[config.mk]
export PLATFORM = sky130hd
export DESIGN_NAME = cep_regbank
export DESIGN_NICKNAME = d
export VERILOG_FILES = /design/src/include/cep_pkg.sv /design/src/include/cep_probe_if.sv /design/src/logic/cep_regbank.sv /design/src/logic/cep_probe_mux.sv
export VERILOG_INCLUDE_DIRS = /design/src /design/src/include
export SDC_FILE = /design/constraint.sdc
export NUM_CORES = 1
export LEC_CHECK = 0
export ABC_AREA = 1
export BUFFER_PORTS_ARGS = -buffer_cell sky130_fd_sc_hd__buf_2
export CAP_MARGIN = 5
export CORE_MARGIN = 3
export CORE_UTILIZATION = 46
export CTS_BUF_LIST = sky130_fd_sc_hd__clkbuf_16
export DETAILED_ROUTE_END_ITERATION = 6
export GPL_ROUTABILITY_DRIVEN = 0
export HOLD_SLACK_MARGIN = 0.1
export PLACE_DENSITY = 0.8
export SLEW_MARGIN = 20
export SYNTH_ARGS = -nofsm -noshare
export SYNTH_HDL_FRONTEND = slang
export SYNTH_HIERARCHICAL = 1
export SYNTH_SLANG_ARGS = --single-unit
[constraint.sdc]
create_clock -name I_MCLK -period 1.3 [get_ports I_MCLK]
set_clock_uncertainty 0.05 [all_clocks]
set_input_delay 0.26 -clock I_MCLK [delete_from_list [all_inputs] [get_ports I_MCLK]]
set_output_delay 0.26 -clock I_MCLK [all_outputs]
set_load 0.01 [all_outputs]
[src/include/cep_defs.svh]
// Register offsets, field positions, reset values and codes of the probe register bank
`ifndef CEP_DEFS_SVH
`define CEP_DEFS_SVH

// Register offsets (byte addresses on the 16-bit register port)
`define CEP_ADDR_CFG      16'h6330
`define CEP_ADDR_CMD      16'h6340
`define CEP_ADDR_STAT     16'h6341
`define CEP_ADDR_WO       16'h6342
`define CEP_ADDR_TEST_LO  16'h632c
`define CEP_ADDR_TEST_HI  16'h632e

// Configuration register fields
`define CEP_CFG_PIN_BIT   3'd7
`define CEP_CFG_EN_BIT    3'd3
`define CEP_CFG_SEL_MSB   3'd2
`define CEP_CFG_SEL_LSB   3'd0
`define CEP_CFG_WMASK     8'h8f
`define CEP_CFG_RST       8'h00

// Command, write-only and aux values
`define CEP_CMD_IDLE      4'h0
`define CEP_WO_RST        8'h00
`define CEP_AUX_PROBE     4'ha
`define CEP_RDATA_ZERO    8'h00

`endif

[src/include/cep_pkg.sv]
// Types shared by the probe register bank modules
`default_nettype none

package cep_pkg;

    // Error source chosen by the probe-select field
    typedef enum logic [2:0] {
        CEP_SRC_PROTOCOL = 3'h0,
        CEP_SRC_PARITY   = 3'h1,
        CEP_SRC_CHECKSUM = 3'h2,
        CEP_SRC_COLLIDE  = 3'h3,
        CEP_SRC_OVERFLOW = 3'h4,
        CEP_SRC_RFFIELD  = 3'h5,
        CEP_SRC_OVERHEAT = 3'h6,
        CEP_SRC_LATEWR   = 3'h7
    } cep_src_type;

endpackage

`default_nettype wire

[src/include/cep_probe_if.sv]
// Signals between the register bank and the error probe selector
`default_nettype none

interface cep_probe_if;
    logic [7:0]          err;
    cep_pkg::cep_src_type sel;
    logic                en;
    logic                probe;

    modport regs (output err, output sel, output en, input probe);
    modport mux  (input err, input sel, input en, output probe);
endinterface

`default_nettype wire

[src/logic/cep_regbank.sv]
// Register bank of the contactless interface unit: access classes and error probe
//
// How it works
// - Read-write bits are CPU written and read; internal logic never alters them.
// - Dynamic bits take CPU writes; the command code reverts when execution completes, but a CPU command write in that same cycle wins.
// - Read-only bits show internal state; CPU writes leave them unchanged.
// - Write-only bits take CPU writes but always read back as zero.
// - Reserved and test locations are unimplemented: read zero, writes ignored.
// - Pin-select bit 7 set drives the secure clock on the shared pin.
// - Probe enable bit 3 puts the chosen error on aux outputs selecting 1010b.
// - Select codes 000..011 pick protocol, parity, checksum, collision errors.
// - Select codes 100..111 pick overflow, RF field, overheat, late write errors.
//
// Implementation choice: the strobed register port.
`include "cep_defs.svh"
`default_nettype none

module cep_regbank #(
    parameter int ADDR_W = 16
) (
    // Clock and reset
    input  wire  logic              I_MCLK,
    input  wire  logic              I_RSTN,
    // Register port
    input  wire  logic [ADDR_W-1:0] I_ADDR,
    input  wire  logic [7:0]        I_WDATA,
    input  wire  logic              I_WR,
    input  wire  logic              I_RD,
    output var   logic [7:0]        O_RDATA,
    // Internal error flags and aux selection
    input  wire  logic [7:0]        I_ERR_FLAGS,
    input  wire  logic [3:0]        I_AUX1_SEL,
    input  wire  logic [3:0]        I_AUX2_SEL,
    output var   logic              O_ERROR_PROBE,
    output var   logic              O_AUX1,
    output var   logic              O_AUX2,
    // Command state machine link
    input  wire  logic              I_CMD_DONE,
    output var   logic [3:0]        O_CMD,
    output var   logic [7:0]        O_WO_CTRL,
    // Shared port pin
    input  wire  logic              I_SIC_CLK,
    input  wire  logic              I_PORT_OUT,
    input  wire  logic              I_PORT_OE,
    input  wire  logic              I_PIN_IN,
    output var   logic              O_PIN_OUT,
    output var   logic              O_PIN_OE,
    output var   logic              O_PORT_IN
);

    // Refuse address widths that cannot hold the offsets
    if (ADDR_W < 16) begin : g_bad_width
        $error("ADDR_W must be at least 16");
    end

    // Address decode shared by the write and read paths
    function automatic logic hit(input logic [ADDR_W-1:0] a, input logic [15:0] off);
        hit = (a == ADDR_W'(off));
    endfunction

    cep_probe_if pif ();

    logic [7:0] cfg;
    logic [7:0] next_cfg;
    logic [3:0] cmd;
    logic [3:0] next_cmd;
    logic [7:0] wo_ctrl;
    logic [7:0] next_wo_ctrl;
    logic [7:0] rdata;
    logic [7:0] next_rdata;
    logic       probe_q;
    logic       aux1_q;
    logic       aux2_q;
    logic       pin_out_q;
    logic       pin_oe_q;
    logic       sic_meta;
    logic       sic_sync;
    logic       pin_meta;
    logic       pin_sync;

    // Probe selector fed from the configuration fields
    assign pif.err = I_ERR_FLAGS;
    assign pif.sel = cep_pkg::cep_src_type'(cfg[`CEP_CFG_SEL_MSB:`CEP_CFG_SEL_LSB]);
    assign pif.en  = cfg[`CEP_CFG_EN_BIT];

    cep_probe_mux u_mux (
        .pif (pif.mux)
    );

    // Next values of the writable registers
    always_comb begin
        next_cfg     = cfg;
        next_cmd     = cmd;
        next_wo_ctrl = wo_ctrl;
        if (I_WR && hit(I_ADDR, `CEP_ADDR_CFG)) begin
            next_cfg = I_WDATA & `CEP_CFG_WMASK;
        end
        if (I_CMD_DONE) begin
            next_cmd = `CEP_CMD_IDLE;
        end
        if (I_WR && hit(I_ADDR, `CEP_ADDR_CMD)) begin
            next_cmd = I_WDATA[3:0];
        end
        if (I_WR && hit(I_ADDR, `CEP_ADDR_WO)) begin
            next_wo_ctrl = I_WDATA;
        end
    end

    // Register the control state
    always_ff @(posedge I_MCLK) begin
        if (!I_RSTN) begin
            cfg     <= `CEP_CFG_RST;
            cmd     <= `CEP_CMD_IDLE;
            wo_ctrl <= `CEP_WO_RST;
        end else begin
            cfg     <= next_cfg;
            cmd     <= next_cmd;
            wo_ctrl <= next_wo_ctrl;
        end
    end

    // Read data, valid only in the cycle after the read strobe
    always_comb begin
        next_rdata = `CEP_RDATA_ZERO;
        if (I_RD) begin
            if (hit(I_ADDR, `CEP_ADDR_CFG)) begin
                next_rdata = cfg;
            end else if (hit(I_ADDR, `CEP_ADDR_CMD)) begin
                next_rdata = {4'h0, cmd};
            end else if (hit(I_ADDR, `CEP_ADDR_STAT)) begin
                next_rdata = I_ERR_FLAGS;
            end else if (hit(I_ADDR, `CEP_ADDR_WO)) begin
                next_rdata = `CEP_RDATA_ZERO;
            end
        end
    end

    always_ff @(posedge I_MCLK) begin
        if (!I_RSTN) begin
            rdata <= `CEP_RDATA_ZERO;
        end else begin
            rdata <= next_rdata;
        end
    end

    // Synchronise the secure clock and the pin level into this domain
    always_ff @(posedge I_MCLK) begin
        if (!I_RSTN) begin
            sic_meta <= 1'b0;
            sic_sync <= 1'b0;
            pin_meta <= 1'b0;
            pin_sync <= 1'b0;
        end else begin
            sic_meta <= I_SIC_CLK;
            sic_sync <= sic_meta;
            pin_meta <= I_PIN_IN;
            pin_sync <= pin_meta;
        end
    end

    // Output stage: pin multiplexer, probe bit and aux outputs
    always_ff @(posedge I_MCLK) begin
        if (!I_RSTN) begin
            pin_out_q <= 1'b0;
            pin_oe_q  <= 1'b0;
            probe_q   <= 1'b0;
            aux1_q    <= 1'b0;
            aux2_q    <= 1'b0;
        end else begin
            if (cfg[`CEP_CFG_PIN_BIT]) begin
                pin_out_q <= sic_sync;
                pin_oe_q  <= 1'b1;
            end else begin
                pin_out_q <= I_PORT_OUT;
                pin_oe_q  <= I_PORT_OE;
            end
            probe_q <= pif.probe;
            aux1_q  <= (I_AUX1_SEL == `CEP_AUX_PROBE) && pif.probe;
            aux2_q  <= (I_AUX2_SEL == `CEP_AUX_PROBE) && pif.probe;
        end
    end

    assign O_RDATA       = rdata;
    assign O_CMD         = cmd;
    assign O_WO_CTRL     = wo_ctrl;
    assign O_ERROR_PROBE = probe_q;
    assign O_AUX1        = aux1_q;
    assign O_AUX2        = aux2_q;
    assign O_PIN_OUT     = pin_out_q;
    assign O_PIN_OE      = pin_oe_q;
    assign O_PORT_IN     = pin_sync;
endmodule

`default_nettype wire

[src/logic/cep_probe_mux.sv]
// Error probe selector: picks one error flag for the error bus bit
`default_nettype none

module cep_probe_mux (
    // Link to the register bank
    cep_probe_if.mux pif
);

    // Route the selected flag, held low while the probe is off
    always_comb begin
        pif.probe = 1'b0;
        if (pif.en) begin
            unique case (pif.sel)
                cep_pkg::CEP_SRC_PROTOCOL : pif.probe = pif.err[0];
                cep_pkg::CEP_SRC_PARITY   : pif.probe = pif.err[1];
                cep_pkg::CEP_SRC_CHECKSUM : pif.probe = pif.err[2];
                cep_pkg::CEP_SRC_COLLIDE  : pif.probe = pif.err[3];
                cep_pkg::CEP_SRC_OVERFLOW : pif.probe = pif.err[4];
                cep_pkg::CEP_SRC_RFFIELD  : pif.probe = pif.err[5];
                cep_pkg::CEP_SRC_OVERHEAT : pif.probe = pif.err[6];
                cep_pkg::CEP_SRC_LATEWR   : pif.probe = pif.err[7];
            endcase
        end
    end

endmodule

`default_nettype wire

Word level (Yosys, flattened, before mapping)
Index checks and enable logic that the tools add are counted.

Flip-flop bits (word level): 34.

Equality and inequality tests: 13. Multiplexer cells: 9. Bitwise operators: 2. Reduce and logical (&&, ||, !) cells: 9.

Operators with widths (count): == test 16 x 15 -> 1 bit (second input constant) (4); two-way mux 8 bit (3); == test 3 bit (second input constant) (4); == test 4 bit (second input constant) (2); two-way mux 4 bit (2); one-hot mux 1 bit (8 select lines) (1); == test 3 x 2 -> 1 bit (second input constant) (2); logical AND 1 bit (5); OR reduction 4 bit (1); == test 3 x 1 -> 1 bit (second input constant) (1); logical NOT 3 bit (1); two-way mux 1 bit (3); inverter 1 bit (2); AND reduction 2 bit (1); nonzero test 2 bit (1).

Depth between registers and ports, before layout
Depth in word-level cells: 4. Gate-level depth with buffers: 11.

Hierarchy
The synthesis kept the hierarchy.

By module, submodules not included: cep_regbank (instances 1, cells an instance 216, area an instance 1547.7 sq um, seq. area each 680.7 sq um); cep_probe_mux (instances 1, cells an instance 23, area an instance 93.8 sq um, seq. area each 0.0 sq um).

Least setup slack after synthesis
OpenSTA, ideal clock, no wires.

Kind: input-to-reg. From: input I_ADDR[11]. To: register rdata[1], in the netlist O_RDATA[1]. Setup time: 109 ps. Arrival: 1035 ps. Data required time: 1141 ps. Slack: 106 ps. Cell stages on the path: 9. Buffers on the path: 1. Path through: nor2_1 -> nand2_2 -> nor2_8 -> buf_4 -> nand4_1 -> nand2_1 -> inv_1 -> nand2_1 -> inv_1.

Longest elaborated chain between the ends: 4.

Ends and longest elaborated chain: from (decl) (line cep_regbank.sv:25) `input wire logic [ADDR_W-1:0] I_ADDR,`; == test 16 x 15 -> 1 bit (line cep_regbank.sv:58) `hit = (a == ADDR_W'(off));`; two-way mux 8 bit (line cep_regbank.sv:130) `` end else if (hit(I_ADDR, `CEP_ADDR_STAT)) begin ``; two-way mux 8 bit (line cep_regbank.sv:128) `` end else if (hit(I_ADDR, `CEP_ADDR_CMD)) begin ``; two-way mux 8 bit (*) (line cep_regbank.sv:126) `` if (hit(I_ADDR, `CEP_ADDR_CFG)) begin ``; to (signal assigned) (line cep_regbank.sv:140) `` rdata <= `CEP_RDATA_ZERO; ``; to (signal assigned) (line cep_regbank.sv:142) `rdata <= next_rdata;`; to (decl) (line cep_regbank.sv:69) `logic [7:0] rdata;`.

Every way passes the cells marked *; elsewhere a longest branch is shown, timed or not. A chain may end at the register's enable or synchronous reset.

Worst setup path after layout
From: register cfg[0]. To: register aux1_q, in the netlist O_AUX1.

Longest elaborated chain between the ends: 4.

Ends and longest elaborated chain: from (decl) (line cep_regbank.sv:63) `logic [7:0] cfg;`; from (signal assigned) (line cep_regbank.sv:112) `` cfg <= `CEP_CFG_RST; ``; from (signal assigned) (line cep_regbank.sv:116) `cfg <= next_cfg;`; == test 3 bit, or another cell as far along (line cep_probe_mux.sv:13) `unique case (pif.sel)`; one-hot mux 1 bit (8 select lines) (*) (line cep_probe_mux.sv:13); two-way mux 1 bit (*) (line cep_probe_mux.sv:12) `if (pif.en) begin`; via pif.probe (line cep_probe_if.sv:8) `logic probe;`; logical AND 1 bit (*) (line cep_regbank.sv:178) `` aux1_q <= (I_AUX1_SEL == `CEP_AUX_PROBE) && pif.probe; ``; to (signal assigned) (line cep_regbank.sv:178); to (decl) (line cep_regbank.sv:72) `logic aux1_q;`.

The timed path passes the listed nets; every way through them passes the cells marked *.

==> results by group <==
Outcome
  – Outcome: completed

Setup path
  – Crit path buf inv count: 2
  – Critical path capture point type: flip-flop
  – Worst setup path class: flip-flop to flip-flop
  – Worst EP arrival: approximately 1400 ps
  – Top Family by Delay on Critical Path: simple AND/OR/NAND/NOR gates
  – CP required: around 1500 ps
  – CP max stage delay: 370 ps
  – CP Cell Sequence: inv_4 -> nand2_2 -> nand3_2 -> nand2_2 -> nand2_1 -> nand2_1 -> nor2_2 -> nand2_1 -> inv_2 -> nand3_2 -> nor3_2
  – Worst path slowest cell: dfxtp_4
  – Worst Path Max Fanout: 6
  – CP Launch Type: flip-flop
  – Most frequent CP cell: nand2_1

Flow run
  – Max-cap violations: 0

Clock tree
  – CTS tree: done
  – Root buf cell: clkbuf_16
  – CTS Buffer Depth: 2
  – Clk_lat worst skew: about 280 ps
  – Clock sink count: 34
  – Clk slew on worst S/H paths: 50 ps
  – H-tree depth: 2
  – Inserted Clock Buffers: 5

Floorplanning
  – # IOs: 75
  – Core box area: between 0.003 and 0.004 mm²
  – Die height: 65.74 µm
  – Initial Util: about half
  – Row count: 21
  – Die X-Extent: ~66 µm
  – Die Area: approximately 0.0043 mm²

Timing
  – WHS: around 110 ps
  – Pins Over Slew Limit: 0
  – Slew HR: 83.03%
  – Crit share post-route: a little over nine tenths
  – Fin crit period: roughly 1300 ps
  – RSZ-0062 raised after global routing: yes
  – Final WS setup: 30.26 ps
  – Worst-Margin Slew: approximately 250 ps
  – Fmax: just under 800 MHz
  – Final setup violation count: 0
  – Final Hold Viols: 0

Yosys
  – Mapped Cells: ~240
  – Yosys top cell area share: just over 40%
  – Area leader, netlist: dfxtp_1
  – Sequential cell area fraction in the yosys report: 41.46%
  – Yosys warning count: 6
  – Avg Inst Size Synth: 6.869 µm²
  – Synth Cell Area: between 0.0015 and 0.002 mm²
  – Yosys cell types: 24
  – Number of register bits inferred by synthesis: 34
  – Top cells by area, synth: dfxtp_1 (41%), nand2_1 (12%), inv_1 (10%)
  – Syn nets: roughly 290

Global routing
  – Initial antenna violation count: 0
  – Global-route wire length before repair: slightly below 7000 µm
  – Largest net degree at the start of global routing: 17
  – Total Routing Usage GR: between 20% and 30%
  – Grt total ovfl: 0
  – Vias in the first global route: 1638

Placement
  – HPWL after detailed placement: around 3000 µm
  – Port Buffers: 74
  – DP Cell Count: approximately 370
  – Worst slack, placed: -72.75 ps

Detailed routing
  – Drt pass-1 iters: 4
  – WL final: 4019 µm
  – Number of DRC markers in iteration 0: between 50 and 60
  – Vias per cell: roughly 4.7
  – DRC: 0
  – Wire per inst: between 10 and 15 µm
  – Vias: 1764
  – Antenna-violating nets left: 0

Final layout
  – Layout area overhead: 42.53%
  – Share of layout cells above drive strength 1: a little over a third
  – # diodes: 0
  – Layout net count: around 380
  – Final Non-Filler Cells: between 300 and 400
  – Layout Utilization: 69.03%

Hold path
  – Hold Path Class: input port to flip-flop

Power and ir drop
  – PD cells: 1010 mW/mm²
  – Peak supply drop: 0.0008975 V
  – Leakage power: roughly 1.3 nW
  – Final Power: ~2.4 mW
path summary, 6_finish.rpt:
kind,startpoint,end,slack [ps],cells after the start
worst max-delay path,cfg[0],O_AUX1,30,11
worst min-delay path,I_PIN_IN,pin_meta,110,3
worst max register to register,cfg[0],O_AUX1,30,11
worst min register to register,pin_meta,O_PORT_IN,360,2
cells in the final DEF (no fill, tap or decap), types with 5 or more instances in the layout:
cell,count
a21oi_1,10
buf_2,74
buf_4,12
clkbuf_16,5
dfxtp_1,32
inv_1,43
nand2_1,50
nand2_2,6
nand3_1,13
nand4_1,22
nor2_1,32
metrics by stage:
step / setup TNS (ps) / cell area, µm²
CTS: 0 / 2303
global placement: -1049 / 2121
global route: -118.2 / 2340
floorplan: 0 / 1642
detailed placement: -1271 / 2121
finish: 0 / 2340
kinds of logic after synthesis:
family                 count (synthesis)  share of synthesized area, %
and+or+nand+nor                      139                         41.54
buffers and inverters                 54                         13.34
DFF                                   34                         41.46
AOI/OAI and AO/OA                     12                         3.659
worst register-to-register path, stage by stage (launching register included):
cell	delay [ps]
dfxtp_4	370
inv_4	70
nand2_2	50
nand3_2	60
nand2_2	50
nand2_1	50
nand2_1	60
nor2_2	90
nand2_1	70
inv_2	80
nand3_2	70
nor3_2	140
timing repair:
item	4_1_cts	5_1_grt
resized for setup	1	12
hold buffers	4	0
endpoints found under the hold margin	2	0
pin swaps	0	3
buffers inserted	0	0
endpoints found under the setup margin	1	2
sequential cells by signal (all words and copies together) (netlist names):
register / count
O_RDATA: 8
O_WO_CTRL: 8
cfg: 5
O_CMD: 4
O_AUX1: 1
O_AUX2: 1
O_ERROR_PROBE: 1
O_PIN_OE: 1
O_PIN_OUT: 1
O_PORT_IN: 1
pin_meta: 1
sic_meta: 1
sic_sync: 1
final cells by class:
type / instances / area, µm²
tap: 46 / 57.56
clock inverter: 3 / 16.27
fill: 287 / 1050
timing repair buffer: 90 / 500.5
multi-input combinational: 151 / 772.0
clock buffer: 5 / 125.1
inverter: 48 / 182.7
sequential: 34 / 685.7
routing by layer:
metal  global-route usage [%]  part of all wire [%]
met1                    23.44                    42
met2                    33.79                    50
met3                    6.838                   7.0
met4                    7.254                  0.77
met5                        0                     0
synthesized netlist by cell type (all sizes together):
cell and number:
clkbuf 2, a21oi 10, nand3b 1, nand3 18, nor3 3, clkinv 2, buf 4, o21ai 2
nor2 38, inv 46, dfxtp 34, nand4 22, nand2 57
where the power goes:
part	switching (mW)	total [mW]	internal (mW)
logic	0.105	0.198	0.0924
clock network	0.417	1.11	0.697
registers	0.00167	1.05	1.05
total	0.524	2.36	1.84
(Power assumes the default switching activity.)
